**src/selftest_pkg.sv**
```systemverilog
// constants and frame layout for the self-test result flag block
//****************************************************************
// Function
// - main register bit 7: overall self-test failed
// - main register bit 6: thermal trip check failed
// - main register bit 5: pre-regulator overvoltage check
// - main register bit 4: pre-regulator undervoltage check
// - bits 3,2: controller rail over/undervoltage checks
// - main register bit 1: general rail overvoltage
// - main register bit 0: general rail undervoltage
// - sensor register bit 3 sensor one overvoltage
// - sensor register bit 2: sensor one undervoltage
// - sensor register bit 1: sensor two overvoltage
// - sensor register bit 0: sensor two undervoltage
//****************************************************************
package selftest_pkg;
   // register addresses
   localparam logic [4:0] ADDR_RESULT_MAIN   = 5'h0d;
   localparam logic [4:0] ADDR_RESULT_SENSOR = 5'h0e;
   // reset values
   localparam logic [7:0] RESULT_MAIN_RST    = 8'h00;
   localparam logic [3:0] RESULT_SENSOR_RST  = 4'h0;
   // frame field positions (msb first on the wire)
   localparam int FRAME_LEN     = 16;
   localparam int ADDR_MSB      = 15;
   localparam int ADDR_LSB      = 11;
   localparam int TYPE_POS      = 10;
   localparam int DATA_MSB      = 8;
   localparam int DATA_LSB      = 1;
   localparam int PARITY_POS    = 0;
   localparam logic [4:0] BIT_CNT_LAST = 5'h0f;
   // main register bit positions
   localparam int BIT_OVERALL   = 7;
   localparam int BIT_THERMAL   = 6;
   localparam int BIT_PREREG_OV = 5;
   localparam int BIT_PREREG_UV = 4;
   localparam int BIT_MCU_OV    = 3;
   localparam int BIT_MCU_UV    = 2;
   localparam int BIT_GEN_OV    = 1;
   localparam int BIT_GEN_UV    = 0;
endpackage

```
**src/selftest_result_flags.sv**
```systemverilog
// self-test result flags with serial register access
`timescale 1ns/1ps
module selftest_result_flags (
   // clock and reset
   input  wire logic       mclk,
   input  wire logic       rst_b,
   // serial pins from the host (asynchronous to mclk)
   input  wire logic       sclk,
   input  wire logic       cs_b,
   input  wire logic       mosi,
   output logic            miso,
   output logic            miso_oe_b,
   // self-test failure events, one-cycle pulses on mclk
   input  wire logic       selftest_overall_fail,
   input  wire logic       thermal_trip_check_fail,
   input  wire logic       prereg_overvolt_check_fail,
   input  wire logic       prereg_undervolt_check_fail,
   input  wire logic       mcu_rail_overvolt_check_fail,
   input  wire logic       mcu_rail_undervolt_check_fail,
   input  wire logic       general_rail_overvolt_check_fail,
   input  wire logic       general_rail_undervolt_check_fail,
   input  wire logic       sensor_one_overvolt_check_fail,
   input  wire logic       sensor_one_undervolt_check_fail,
   input  wire logic       sensor_two_overvolt_check_fail,
   input  wire logic       sensor_two_undervolt_check_fail,
   // flag contents for the rest of the device
   output logic [7:0]      result_main,
   output logic [3:0]      result_sensor,
   // pulse when a frame is rejected for bad parity
   output logic            frame_err
);

   //*************************************************************
   // state
   //*************************************************************
   typedef struct packed {
      logic [1:0]  sclk_sync;   // sclk synchroniser
      logic [1:0]  cs_sync;     // chip select synchroniser
      logic [1:0]  mosi_sync;   // data synchroniser
      logic        sclk_last;   // previous synchronised sclk
      logic        cs_last;     // previous synchronised select
      logic [4:0]  bit_cnt;     // bits received in frame
      logic [15:0] shift_in;    // received frame
      logic [15:0] shift_out;   // answer frame
      logic        miso_q;      // registered miso level
      logic [7:0]  main_q;      // main result register
      logic [3:0]  sensor_q;    // sensor result register
      logic        err_q;       // parity error pulse
   } state_s;

   state_s st_ff;      // registered state
   state_s nxt_st;     // next state

   // check bit that makes the ones of a whole frame odd in total
   function automatic logic parity_of(input logic [14:0] v);
      return ~(^v);
   endfunction

   // address field of a frame, used by the write and answer paths
   function automatic logic [4:0] addr_of(input logic [15:0] f);
      return f[selftest_pkg::ADDR_MSB:selftest_pkg::ADDR_LSB];
   endfunction

   // register read decode, used for the answer frame
   function automatic logic [7:0] read_mux(input logic [4:0] a,
                                           input logic [7:0] m,
                                           input logic [3:0] s);
      if (a == selftest_pkg::ADDR_RESULT_MAIN) begin
         return m;
      end else if (a == selftest_pkg::ADDR_RESULT_SENSOR) begin
         return {4'h0, s};   // upper bits read zero
      end else begin
         return 8'h00;
      end
   endfunction

   // incoming event vectors
   logic [7:0] main_set;     // main register set pulses
   logic [3:0] sensor_set;   // sensor register set pulses

   assign main_set = {selftest_overall_fail,
                      thermal_trip_check_fail,
                      prereg_overvolt_check_fail,
                      prereg_undervolt_check_fail,
                      mcu_rail_overvolt_check_fail,
                      mcu_rail_undervolt_check_fail,
                      general_rail_overvolt_check_fail,
                      general_rail_undervolt_check_fail};
   assign sensor_set = {sensor_one_overvolt_check_fail,
                        sensor_one_undervolt_check_fail,
                        sensor_two_overvolt_check_fail,
                        sensor_two_undervolt_check_fail};

   //*************************************************************
   // next-state logic
   //*************************************************************
   logic        sclk_rise;   // rising edge of synchronised sclk
   logic        sclk_fall;   // falling edge of synchronised sclk
   logic        frame_open;  // select asserted (low)
   logic        frame_done;  // sixteenth bit just sampled
   logic [15:0] full_frame;  // frame including latest bit
   logic        wr_ok;       // valid write frame
   logic [7:0]  main_clr;    // write-one-to-clear masks
   logic [3:0]  sensor_clr;
   logic [7:0]  rd_data;     // data for the answer

   always_comb begin
      nxt_st = st_ff;
      // synchronisers: the first stage may settle late, so nothing
      // but the second stage ever reads it
      nxt_st.sclk_sync = {st_ff.sclk_sync[0], sclk};
      nxt_st.cs_sync   = {st_ff.cs_sync[0], cs_b};
      nxt_st.mosi_sync = {st_ff.mosi_sync[0], mosi};
      nxt_st.sclk_last = st_ff.sclk_sync[1];
      nxt_st.cs_last   = st_ff.cs_sync[1];
      nxt_st.err_q     = 1'b0;

      sclk_rise  = st_ff.sclk_sync[1] & ~st_ff.sclk_last;
      sclk_fall  = ~st_ff.sclk_sync[1] & st_ff.sclk_last;
      frame_open = ~st_ff.cs_sync[1];
      full_frame = {st_ff.shift_in[14:0], st_ff.mosi_sync[1]};
      frame_done = frame_open & sclk_rise &
                   (st_ff.bit_cnt == selftest_pkg::BIT_CNT_LAST);
      // write taken only with good parity, type bit set
      wr_ok = frame_done & full_frame[selftest_pkg::TYPE_POS] &
              (parity_of(full_frame[15:1]) ==
               full_frame[selftest_pkg::PARITY_POS]);
      main_clr   = 8'h00;
      sensor_clr = 4'h0;
      // a one in the data field clears that flag, a zero leaves it
      if (wr_ok) begin
         if (addr_of(full_frame) == selftest_pkg::ADDR_RESULT_MAIN) begin
            main_clr = full_frame[selftest_pkg::DATA_MSB:
                                  selftest_pkg::DATA_LSB];
         end
         if (addr_of(full_frame) == selftest_pkg::ADDR_RESULT_SENSOR) begin
            // only the low four data bits name sensor flags
            sensor_clr = full_frame[selftest_pkg::DATA_LSB + 3:
                                    selftest_pkg::DATA_LSB];
         end
      end
      if (frame_done && (parity_of(full_frame[15:1]) !=
                         full_frame[selftest_pkg::PARITY_POS])) begin
         nxt_st.err_q = 1'b1;
      end

      // flags: a set in the clearing cycle wins
      nxt_st.main_q   = (st_ff.main_q & ~main_clr) | main_set;
      nxt_st.sensor_q = (st_ff.sensor_q & ~sensor_clr) | sensor_set;

      // answer frame, loaded when select falls
      rd_data = 8'h00;
      if (frame_open && st_ff.cs_last) begin
         // a new frame starts: load answer for the last address; the
         // flags are copied here, so an event later in the frame
         // shows up in the answer of the frame after
         rd_data = read_mux(addr_of(st_ff.shift_in), st_ff.main_q,
                            st_ff.sensor_q);
         nxt_st.shift_out = {addr_of(st_ff.shift_in), 1'b0, 1'b0,
                             rd_data,
                             parity_of({addr_of(st_ff.shift_in), 2'b00,
                                        rd_data})};
         nxt_st.miso_q  = st_ff.shift_in[15];
         nxt_st.bit_cnt = 5'h00;
      end else if (frame_open) begin
         // bits past the sixteenth are ignored until select rises: the
         // counter stops and the captured frame stays intact
         if (sclk_rise && (st_ff.bit_cnt <= selftest_pkg::BIT_CNT_LAST)) begin
            nxt_st.shift_in = full_frame;
            nxt_st.bit_cnt  = st_ff.bit_cnt + 5'h01;
         end
         if (sclk_fall) begin
            nxt_st.shift_out = {st_ff.shift_out[14:0], 1'b0};
            nxt_st.miso_q    = st_ff.shift_out[14];
         end
      end
   end

   //*************************************************************
   // state register
   //*************************************************************
   always_ff @(posedge mclk or negedge rst_b) begin
      if (!rst_b) begin
         st_ff          <= '0;
         st_ff.sclk_sync <= 2'h0;
         st_ff.cs_sync   <= 2'h3;
         st_ff.cs_last   <= 1'b1;
         st_ff.main_q    <= selftest_pkg::RESULT_MAIN_RST;
         st_ff.sensor_q  <= selftest_pkg::RESULT_SENSOR_RST;
      end else begin
         st_ff <= nxt_st;
      end
   end

   // outputs
   assign miso          = st_ff.miso_q;
   assign miso_oe_b     = st_ff.cs_sync[1];   // drive while selected
   assign result_main   = st_ff.main_q;
   assign result_sensor = st_ff.sensor_q;
   assign frame_err     = st_ff.err_q;
endmodule // selftest_result_flags

```
**config.mk**
```make
export PLATFORM = sky130hd
export DESIGN_NAME = selftest_result_flags
export DESIGN_NICKNAME = d
export VERILOG_FILES = /design/src/selftest_pkg.sv /design/src/selftest_result_flags.sv
export SDC_FILE = /design/constraint.sdc
export NUM_CORES = 1
export LEC_CHECK = 0
export BUFFER_PORTS_ARGS = -buffer_cell sky130_fd_sc_hd__buf_2
export CORE_UTILIZATION = 60
export CTS_CLUSTER_DIAMETER = 150
export CTS_CLUSTER_SIZE = 14
export DETAILED_ROUTE_END_ITERATION = 8
export PLACE_DENSITY = 0.78
export SETUP_SLACK_MARGIN = 0.02
export SYNTH_ARGS = -nofsm -noshare
export SYNTH_HDL_FRONTEND = slang
export SYNTH_SLANG_ARGS = --single-unit
```
**constraint.sdc**
```tcl
create_clock -name mclk -period 3.5 [get_ports mclk]
set_input_delay 1.05 -clock mclk [delete_from_list [all_inputs] [get_ports mclk]]
set_output_delay 1.05 -clock mclk [all_outputs]
set_load 0.01 [all_outputs]
```
* Yosys cells after proc, flatten, opt, wreduce, memory -nomap -nowiden
Cells that the tools add are included.
Widths: inputs -> output; s select.
** Word-level totals
- Logic and storage cells :: 63
- Memory bits (read-only) :: 0
- Input bits :: 17
- Memories :: 0
- Bits in latches :: 0
- Bits in writable memories :: 0
- Register bits after elaboration :: 58
- Output and inout port bits :: 15
** Operators by class
- $add $sub $neg :: 1
- Magnitude comparators :: 1
- Bitwise logic cells :: 18
- Shifts and indexed selects :: 0
- Muxes and demuxes :: 13
- $mul :: 0
- Div/mod/pow operators :: 0
- Equality and inequality tests :: 8
- Reduce and logical (&&, ||, !) cells :: 10
** Operator list (number)
- $mux 38 :: 1
- $mux 8 :: 4
- $reduce_xor 15->1 :: 2
- $eq 5x4->1 const B :: 5
- $mux 21 :: 1
- $mux 17 :: 1
- $mux 16 :: 1
- $mux 4 :: 3
- $and 8x8->8 :: 1
- $not 8->8 :: 1
- $or 8x8->8 :: 1
- $and 1x1->1 :: 6
- $not 1->1 :: 6
- $add 5x1->5 const B :: 1
- $le 5x4->1 const B :: 1
- $mux 5 :: 1
- $and 4x4->4 :: 1
- $not 4->4 :: 1
- $or 4x4->4 :: 1
- $reduce_and 2->1 :: 2
- $reduce_bool 2->1 :: 2
- $logic_and 1x1->1 :: 3
- $reduce_and 3->1 :: 1
- $ne 2x1->1 const B :: 1
- other kinds (3) :: 3

* Logic depth before layout (Yosys ltp)
Gate-level depths: netlist of run 1.
- Depth in word-level cells :: 10
- Mapped depth :: 9

* Least setup slack after synthesis of run 1
No wires, ideal clock.
- Path kind :: reg-to-reg
- From :: reg st_ff[46] in the netlist's numbering
- To :: reg st_ff (netlist bit full_frame[10])
- Arrival time :: 2.043 ns
- Setup time :: 0.125 ns
- Cell stages (with the launch flop) :: 8
- Clock period less this slack :: 2.167 ns
- Setup slack :: 1.333 ns
- Path through :: dfrtp_1 > ha_1 > and3_1 > ha_1 > o21a_1 > nand2_1 > buf_1 > mux2_2
** Between the ends
- Longest elaborated chain between the ends :: 3
** Ends and longest elaborated chain
- start: declaration :: line selftest_result_flags.sv:51 : state_s st_ff;
- start signal: assignment :: line selftest_result_flags.sv:191 : st_ff <= nxt_st;
- $le 5x4->1 :: line selftest_result_flags.sv:168 : if (sclk_rise && (st_ff.bit_cnt <= selftest_pkg::BIT_CNT_LAST)) begin
- $logic_and 1x1->1 :: line selftest_result_flags.sv:168
- $reduce_and 3->1 (no source line)
No other way between the ends.
A chain may end at the register's enable or synchronous reset.

* Worst setup path in the final report of run 1
- From :: reg st_ff[46] in the netlist's numbering
- To :: reg st_ff (netlist bit full_frame[6])
Same word-level chain as after synthesis.

==> impl_metrics.py, run 1 <==
metrics = {
    "routing": {
        "wl_per_cell_um": 15.1,
        "ant_nets": 0,
        "avgViaCountPerCell": 5.61,
        "drt-total-wl_um": 4920,
        "vias": 1833,
        "drt_iter0_drc": 104,
        "drc_errors": 0,
        "drt_first_pass_iters": 4,
    },
    "clock_tree": {
        "cts_buffers": 9,
        "clock_latency_ns": 0.33,
        "path_clk_slew_ns": 0.06,
        "hold_buffers": 0,
        "clock-sinks": 58,
        "ctsResizeCount": 0,
        "cts_tree": "yes",
        "htreeDepth": 3,
        "postCtsSetupBuffers": 0,
        "root_buffer": "clkbuf_8",
        "clk_path_buf_depth": 2,
    },
    "die": {
        "die_h_um": 70.2,
        "die_area_mm2": 0.00492,
        "chipWidth_um": 70.2,
        "core_mm2": 0.00441,
        "io-pin-count": 32,
        "start_util_pct": 63.2,
        "row_count": 24,
    },
    "min_path": {
        "hp-class": "register to register",
        "min_from": "nxt_st[58]",
        "whs_path_depth": 0,
        "min_to": "nxt_st[52]",
    },
    "yosys": {
        "yosysSeqAreaShare_pct": 52.2,
        "syn-num-nets": 269,
        "synthTopCellsByArea": "dfrtp_1 (49%), mux2_2 (5.3%), xnor2_1 (4.7%)",
        "synth_edf_count": 0,
        "synth.largest_area_cell": "dfrtp_1",
        "synthFlopType": "dfrtp_1",
        "syn-cell-area_mm2": 0.00279,
        "synth_cells": 244,
        "yosys.area.top_type_share_pct": 49.4,
        "ys_ff_latch": 58,
        "ys_types": 37,
        "syn_area_per_cell_um2": 11.4,
        "async_flop_share_pct": 100,
        "ys_warn_count": 0,
    },
    "setup_path": {
        "regToRegSetupSlack_ns": 1.06,
        "crit_fanout": 23,
        "timing.rr.end": "full_frame[6]",
        "setup.worst_path.end_class": "register",
        "worstReg2RegStart": "st_ff[46]",
        "critPathLaunchType": "register",
        "required_ns": 3.71,
        "cp_num_buf_inv": 0,
        "crit_path_top_delay_cell": "nand2_1",
        "criticalPathCategory": "register to register",
        "cp_top_family": "simple AND/OR/NAND/NOR gates",
        "arrival_ns": 2.66,
        "r2r_cells": 6,
        "slowest_delay_ns": 0.62,
        "path_cells": "ha_1 -> and3_1 -> ha_1 -> o21a_1 -> nand2_1 -> mux2_2",
        "crit_top_cell": "ha_1",
    },
    "sta": {
        "slew_violations": 0,
        "fmax_mhz": 409,
        "hold_violations": 0,
        "skew_ns": 0.00858,
        "worst_slew_pin_slew_ns": 0.821,
        "fin_tns_setup_ns": 0,
        "setup_viol": 0,
        "holdWs_ns": 0.350,
        "post-route-min-period_ns": 2.44,
        "fin_crit_sh_pct": 69.8,
        "maxSlewHeadroom_pct": 45.1,
        "finalWorstSetupSlack_ns": 1.06,
        "rsz0062_at_grt": "no",
    },
    "final_layout": {
        "fillCellCount": 324,
        "drive_gt1_share_pct": 25.1,
        "syn_to_final_growth_pct": 11.6,
        "antenna_cells": 0,
        "final_nets": 296,
        "layoutNonFillerInstCount": 327,
    },
    "place": {
        "hpwl_um": 3590,
        "pre_cts_ws_ns": 1.07,
        "portBuffers": 31,
        "placed_cells": 312,
        "gp_congestion": 0.807,
    },
    "run_status": {
        "status": "completed",
    },
    "grt": {
        "grt_use_total_pct": 23.3,
        "grt_max_degree": 35,
        "grt_pass1_wl_um": 8460,
        "grt_pass1_vias": 1745,
        "antenna_found_initial": 0,
        "grt-ovfl-total": 0,
    },
    "power": {
        "power.density_mw_per_mm2": 505,
        "power.leakage_nw": 1.35,
        "vdd.ir_drop.worst_v": 0.000509,
    },
    "flow_run": {
        "drv_cap": 0,
    },
}
==> worst reg2reg max path, delay by kind of cell, from the launching register on <==
| kind | cells | cell delay [ns] |
|---|---|---|
| and+or+nand+nor | 2 | 0.78 |
| adders and majority gates | 2 | 0.45 |
| DFF | 1 | 0.43 |
| muxes | 1 | 0.43 |
| AOI/OAI and AO/OA | 1 | 0.24 |
==> worst max path at each step <==
stage	from	to	slack, ns	cells after the start
6_report	st_ff[46]	full_frame[6]	1.06	6
5_1_grt	st_ff[46]	full_frame[6]	0.93	6
4_1_cts	st_ff[46]	full_frame[6]	1.07	6
3_5_place_dp	st_ff[46]	full_frame[6]	1.07	6
3_3_place_gp	st_ff[46]	full_frame[8]	1.14	6
2_1_floorplan	st_ff[46]	full_frame[10]	1.33	7
==> logic make-up (layout without fill, tap and decap cells) <==
kind of cell	count (synthesis)	count (layout)	share of synthesized area [%]
flip-flops	58	58	52.2
AO/OA/AOI/OAI	57	57	13.4
AND/OR/NAND/NOR	54	54	10.1
buffers and inverters	25	56	4.98
XOR/XNOR	21	21	7.63
multiplexers	21	21	8.12
adder cells (fa/ha/maj)	8	8	3.59
==> area by class of cell <==
cell class | count | area [um^2] | area share, %
sequential | 58 | 1460 | 46.8
multi-input combinational | 161 | 1200 | 38.5
timing repair buffer | 35 | 185 | 5.95
clock buffer | 12 | 145 | 4.66
tap | 52 | 65.1 | 2.09
clock inverter | 3 | 40.0 | 1.29
inverter | 6 | 22.5 | 0.724
==> cells in the mapped netlist, types with 2 or more instances <==
| cell type | number |
|---|---|
| dfrtp_1 | 55 |
| a41oi_1 | 2 |
| nor2b_1 | 3 |
| nor2_1 | 3 |
| nor3b_1 | 2 |
| a21o_1 | 12 |
| nand3b_1 | 4 |
| a22o_1 | 3 |
| nand2_1 | 32 |
| xor2_1 | 4 |
| xnor2_1 | 15 |
| mux2_2 | 13 |
| a22oi_1 | 11 |
| nand2b_1 | 2 |
| a21oi_1 | 6 |
| dfstp_2 | 3 |
| o21ai_0 | 19 |
| buf_4 | 12 |
| mux2i_1 | 8 |
| clkbuf_1 | 6 |
| ha_1 | 8 |
| inv_1 | 6 |
==> cell usage in the layout (no fill, tap or decap), types with 6 or more instances in the layout <==
cell type,synthesis,final
buf_2,0,31
clkbuf_8,0,10
ha_1,8,8
dfrtp_1,55,55
mux2i_1,8,8
a21o_1,12,12
a21oi_1,6,6
mux2_2,13,13
a22oi_1,11,11
xnor2_1,15,15
o21ai_0,19,19
nand2_1,32,32
inv_1,6,6
==> registers in the layout, indices dropped and copies added, names as in the netlist <==
register       count
full_frame        16
st_ff             23
miso               1
nxt_st             4
result_sensor      4
result_main        8
frame_err          1
miso_oe_b          1
==> stage by stage <==
step / instance area, um^2 / total power [mW] / utilization, %
finish: 3110 / 1.57 / 70.5
global route: 3110 / 1.64 / 70.5
CTS: 3110 / 1.58 / 70.5
detailed placement: 2930 / 1.00 / 66.3
global placement: 2930 / 0.995 / 66.3
floorplan: 2790 / 0.942 / -
==> layer usage <==
layer	part of all wire (%)	global-route usage (%)	vias up	routed length (um)
met2	45	33.0	36	2240
met3	5.0	7.79	8	246
met5	0	0	-	0
li1	-	-	898	-
met1	48	32.4	891	2360
met4	1.6	10.9	0	78
==> power by group <==
| group | internal [mW] | leakage, nW | total (mW) | switching (mW) |
|---|---|---|---|---|
| combinational | 0.136 | 0.537 | 0.229 | 0.0927 |
| clock | 0.342 | 0.0962 | 0.587 | 0.245 |
| sequential | 0.711 | 0.713 | 0.757 | 0.0458 |
| total | 1.19 | 1.35 | 1.57 | 0.384 |
No activity file was read; power rests on OpenSTA's default activity.
==> run 2: changes to the inputs <==
--- a/config.mk
+++ b/config.mk
@@ -6,11 +6,11 @@
 export NUM_CORES = 1
 export LEC_CHECK = 0
 export BUFFER_PORTS_ARGS = -buffer_cell sky130_fd_sc_hd__buf_2
-export CORE_UTILIZATION = 60
+export CORE_UTILIZATION = 52
 export CTS_CLUSTER_DIAMETER = 150
 export CTS_CLUSTER_SIZE = 14
 export DETAILED_ROUTE_END_ITERATION = 8
-export PLACE_DENSITY = 0.78
+export PLACE_DENSITY = 0.71
 export SETUP_SLACK_MARGIN = 0.02
 export SYNTH_ARGS = -nofsm -noshare
 export SYNTH_HDL_FRONTEND = slang
==> constraint.sdc (replaced) <==
create_clock -name mclk -period 2 [get_ports mclk]
set_input_delay 0.6 -clock mclk [delete_from_list [all_inputs] [get_ports mclk]]
set_output_delay 0.6 -clock mclk [all_outputs]
set_load 0.01 [all_outputs]
==> impl_metrics.py, run 2 (synthesis gave the netlist of run 1 again) <==
metrics = {
    "sta": {
        "maxSlewHeadroom_pct": 69.9,
        "fin_crit_sh_pct": 113,
        "rsz0062_at_grt": "yes",
        "holdWs_ns": 0.234,
        "hold_violations": 0,
        "setup_viol": 13,
        "fmax_mhz": 444,
        "skew_ns": 0.00669,
        "post-route-min-period_ns": 2.25,
        "finalWorstSetupSlack_ns": -0.255,
        "worst_slew_pin_slew_ns": 0.449,
        "slew_violations": 0,
    },
    "setup_path": {
        "cp_num_buf_inv": 1,
        "critPathLaunchType": "register",
        "slowest_delay_ns": 0.45,
        "required_ns": 2.23,
        "arrival_ns": 2.49,
        "crit_path_top_delay_cell": "xnor3_2",
        "path_cells": "ha_4 -> xnor2_2 -> xnor3_1 -> xnor3_2 -> nor3_4 -> buf_4 -> nand2_2 -> a21o_1",
        "cp_top_family": "XOR/XNOR gates",
        "setup.worst_path.start": "full_frame[14]",
        "setup.worst_path.end_class": "register",
        "crit_fanout": 3,
        "worstReg2RegStart": "full_frame[14]",
        "criticalPathCategory": "register to register",
    },
    "power": {
        "share_comb_of_total_power_pct": 16.8,
        "pwr-share-seq_pct": 40.5,
        "p_sw_share_pct": 23.9,
        "power.density_mw_per_mm2": 881,
        "vdd.ir_drop.worst_v": 0.000672,
        "netSwitchingPower_mw": 0.766,
        "clkPwrFrac_pct": 42.8,
        "internal_power_mw": 2.44,
        "power.leakage_nw": 1.61,
    },
    "clock_tree": {
        "clk_path_buf_depth": 2,
        "cts_buffers": 9,
        "path_clk_slew_ns": 0.07,
        "cts_tree": "yes",
        "clock-sinks": 58,
        "htreeDepth": 3,
        "root_buffer": "clkbuf_8",
        "hold_buffers": 0,
        "clock_latency_ns": 0.34,
    },
    "routing": {
        "drc_errors": 0,
        "ant_nets": 0,
        "drt-total-wl_um": 6180,
        "drt_iter0_drc": 180,
        "vias": 2054,
        "wl_per_cell_um": 16.3,
        "avgViaCountPerCell": 5.42,
        "drt_first_pass_iters": 4,
    },
    "place": {
        "pre_cts_ws_ns": -0.287,
        "gp_congestion": 0.849,
        "hpwl_um": 3790,
        "portBuffers": 31,
    },
    "grt": {
        "grt_pass1_wl_um": 8870,
        "grt_use_total_pct": 22.0,
        "grt_pass1_vias": 1861,
        "grt-ovfl-total": 0,
        "antenna_found_initial": 0,
        "grt_max_degree": 59,
    },
    "final_layout": {
        "final_common_cell": "dfrtp_1",
        "drive_gt1_share_pct": 41.1,
        "largest-register": "st_ff",
        "largest_register_ffs": 23,
        "layout_common_cells": "dfrtp_1 (55), buf_2 (31), buf_4 (30), nand2_1 (23), o21ai_0 (19)",
        "final_nets": 329,
        "antenna_cells": 0,
        "syn_to_final_growth_pct": 30.4,
    },
    "run_status": {
        "status": "complete, but fails checks",
        "violations": "setup timing",
    },
    "die": {
        "die_h_um": 75.2,
        "io-pin-count": 32,
        "core_mm2": 0.00514,
        "start_util_pct": 54.2,
        "die_area_mm2": 0.00566,
        "row_count": 26,
        "chipWidth_um": 75.2,
    },
    "min_path": {
        "hp-class": "primary input to async pin",
    },
    "flow_run": {
        "drv_cap": 0,
    },
}
-- run 2: through the flow --
stage / instance area, um^2 / setup TNS, ns / std cells / total power, mW / utilization, %
2_1_floorplan: 2790 / -0.981 / 244 / 1.62 / -
4_1_cts: 3480 / -1.88 / 373 / 3.16 / 67.8
5_1_grt: 3640 / -3.78 / 379 / 3.30 / 70.7
3_3_place_gp: 3150 / -1.99 / 354 / 1.79 / 61.4
3_5_place_dp: 3150 / -2.82 / 354 / 1.80 / 61.4
6_report: 3640 / -2.63 / 379 / 3.20 / 70.7
-- run 2: per-layer routing --
| metal | GRT usage, % | up-vias | share of wire [%] | wire length [um] |
|---|---|---|---|---|
| met5 | 0 | - | 0 | 0 |
| li1 | - | 965 | - | - |
| met4 | 9.26 | 0 | 2.1 | 128 |
| met1 | 28.6 | 1032 | 43 | 2630 |
| met2 | 35.0 | 43 | 51 | 3170 |
| met3 | 6.16 | 14 | 4.1 | 253 |
-- run 2: area by class of cell --
type,count,area [um^2]
clock buffers,11,151
multi-input cells,161,1310
well taps,70,87.6
inverters,6,27.5
flip-flops and latches,58,1460
repair buffers,68,504
clock inverters,5,100
fillers,401,1500
-- run 2: final timing paths --
check / end / depth (start not counted) / slack (ns)
hold / removal: st_ff[46] / 2 / 0.23
setup / recovery: result_main[2] / 8 / -0.25
min in group mclk: nxt_st[52] / 0 / 0.35
setup reg to reg: result_main[2] / 8 / -0.25
max in group asynchronous: miso_oe_b / 2 / 1.46
hold reg to reg: nxt_st[52] / 0 / 0.35
-- run 2: what timing repair did --
action / CTS / global route
buffers inserted: 3 / 6
pin swaps: 8 / 27
gates cloned: 0 / 2
endpoints found under the setup margin: 13 / 26
resized for setup: 16 / 17
-- run 2: power groups by stage --
stage,registers [mW],logic [mW],clock network [mW]
floorplan,1.32,0.296,0
CTS,1.30,0.497,1.37
global route,1.30,0.580,1.42
detailed placement,1.32,0.481,0
global placement,1.31,0.477,0
finish,1.30,0.537,1.37
==> run 3: changes to the inputs <==
--- a/config.mk
+++ b/config.mk
@@ -6,11 +6,11 @@
 export NUM_CORES = 1
 export LEC_CHECK = 0
 export BUFFER_PORTS_ARGS = -buffer_cell sky130_fd_sc_hd__buf_2
-export CORE_UTILIZATION = 52
+export CORE_UTILIZATION = 50
 export CTS_CLUSTER_DIAMETER = 150
 export CTS_CLUSTER_SIZE = 14
 export DETAILED_ROUTE_END_ITERATION = 8
-export PLACE_DENSITY = 0.71
+export PLACE_DENSITY = 0.69
 export SETUP_SLACK_MARGIN = 0.02
 export SYNTH_ARGS = -nofsm -noshare
 export SYNTH_HDL_FRONTEND = slang
==> impl_metrics.py, run 3 (synthesis gave the netlist of run 1 again) <==
metrics = {
    "run_status": {
        "status": "complete, but fails checks",
        "violations": "setup timing",
    },
    "setup_path": {
        "cp_top_family": "XOR/XNOR gates",
        "arrival_ns": 2.34,
        "critPathLaunchType": "register",
        "slowest_delay_ns": 0.48,
        "criticalPathCategory": "register to register",
        "worstReg2RegStart": "full_frame[11]",
        "regToRegSetupSlack_ns": -0.12,
        "path_cells": "inv_2 -> ha_4 -> xnor2_2 -> xnor2_1 -> xnor3_2 -> nor3_4 -> buf_6 -> nand2_1 -> a21o_1",
        "r2r_cells": 9,
        "crit_fanout": 8,
        "setup.worst_path.end_class": "register",
        "cp_num_buf_inv": 2,
        "required_ns": 2.23,
        "crit_path_top_delay_cell": "xnor3_2",
        "timing.rr.end": "result_main[1]",
    },
    "final_layout": {
        "antenna_cells": 0,
        "largest-register": "st_ff",
        "layout_common_cells": "dfrtp_1 (55), nand2_1 (31), buf_2 (31), buf_4 (28), o21ai_0 (19)",
        "largest_register_ffs": 23,
        "final_common_cell": "dfrtp_1",
        "final_nets": 325,
        "fillCellCount": 399,
        "drive_gt1_share_pct": 36.1,
        "syn_to_final_growth_pct": 25.5,
        "final_util_pct": 66.8,
        "fin_area_mm2": 0.00350,
    },
    "grt": {
        "grt_pass1_vias": 1921,
        "grt-ovfl-total": 0,
        "grt_use_total_pct": 20.7,
        "grt_max_degree": 59,
        "antenna_found_initial": 0,
        "grt_pass1_wl_um": 9250,
    },
    "die": {
        "core_mm2": 0.00524,
        "die_h_um": 76.7,
        "die_area_mm2": 0.00588,
        "row_count": 26,
        "start_util_pct": 53.2,
        "io-pin-count": 32,
        "chipWidth_um": 76.7,
    },
    "routing": {
        "drt_first_pass_iters": 4,
        "drt_iter0_drc": 119,
        "vias": 1967,
        "drc_errors": 0,
        "drt-total-wl_um": 5660,
        "wl_per_cell_um": 15.1,
        "avgViaCountPerCell": 5.25,
        "ant_nets": 0,
    },
    "flow_run": {
        "drv_cap": 0,
    },
    "sta": {
        "worst_slew_pin_slew_ns": 0.543,
        "maxSlewHeadroom_pct": 63.7,
        "rsz0062_at_grt": "yes",
        "fin_crit_sh_pct": 106,
        "skew_ns": 0.00734,
        "fin_tns_setup_ns": -1.20,
        "post-route-min-period_ns": 2.12,
        "fmax_mhz": 472,
        "setup_viol": 12,
        "hold_violations": 0,
        "slew_violations": 0,
        "finalWorstSetupSlack_ns": -0.117,
    },
    "clock_tree": {
        "cts_buffers": 9,
        "root_buffer": "clkbuf_8",
        "clock_latency_ns": 0.34,
        "htreeDepth": 3,
        "clock-sinks": 58,
        "path_clk_slew_ns": 0.07,
        "cts_tree": "yes",
        "clk_path_buf_depth": 2,
    },
    "place": {
        "hpwl_um": 3820,
        "dpl-instance-area_mm2": 0.00316,
        "gp_congestion": 0.775,
        "pre_cts_ws_ns": -0.196,
        "portBuffers": 31,
    },
    "power": {
        "power.leakage_nw": 1.56,
        "vdd.ir_drop.worst_v": 0.000508,
        "totalPowerFinal_mw": 2.98,
        "power.density_mw_per_mm2": 853,
    },
    "min_path": {
        "hp-class": "primary input to async pin",
    },
}
run 3: final cells by class:
cell class	count	area (um^2)	share of cell area, %
clock buffers	11	141	4.04
clock inverters	5	77.6	2.22
inverters	6	22.5	0.644
multi-input cells	161	1250	35.7
flip-flops and latches	58	1460	41.6
well taps	70	87.6	2.50
repair buffers	64	467	13.3
run 3: where the power goes:
group / internal [mW] / switching [mW] / total, mW
combinational: 0.271 / 0.212 / 0.484
clock: 0.731 / 0.474 / 1.20
sequential: 1.24 / 0.0510 / 1.29
total: 2.25 / 0.737 / 2.98
run 3: worst max path at each step:
stage / start / endpoint / slack [ns] / cells after the start
finish: full_frame[11] / result_main[1] / -0.12 / 9
global route: full_frame[11] / result_main[1] / -0.23 / 9
CTS: full_frame[11] / result_main[4] / -0.11 / 9
detailed placement: full_frame[11] / result_main[4] / -0.20 / 9
global placement: full_frame[11] / result_main[6] / -0.13 / 9
floorplan: full_frame[12] / result_main[0] / -0.10 / 7
run 3: per-stage QoR:
stage / cells / hold WS, ns
floorplan: 244 / 0.304
global placement: 355 / 0.335
detailed placement: 355 / 0.340
CTS: 372 / 0.260
global route: 375 / 0.281
finish: 375 / 0.243
run 3: layer usage:
metal  share of wire (%)  vias to the layer above  track usage (%)
met2                  48                       38             31.2
li1                    -                      965                -
met3                 3.4                       11             5.00
met1                  47                      953             28.3
met5                   0                        -                0
met4                 1.8                        0             9.23
run 3: what timing repair did:
item                                    4_1_cts  5_1_grt
gates resized for setup                       6        6
cloned                                        0        2
hold buffers                                  0        0
pin swaps                                     2        5
buffers inserted                              1        1
endpoints found under the setup margin       12       26
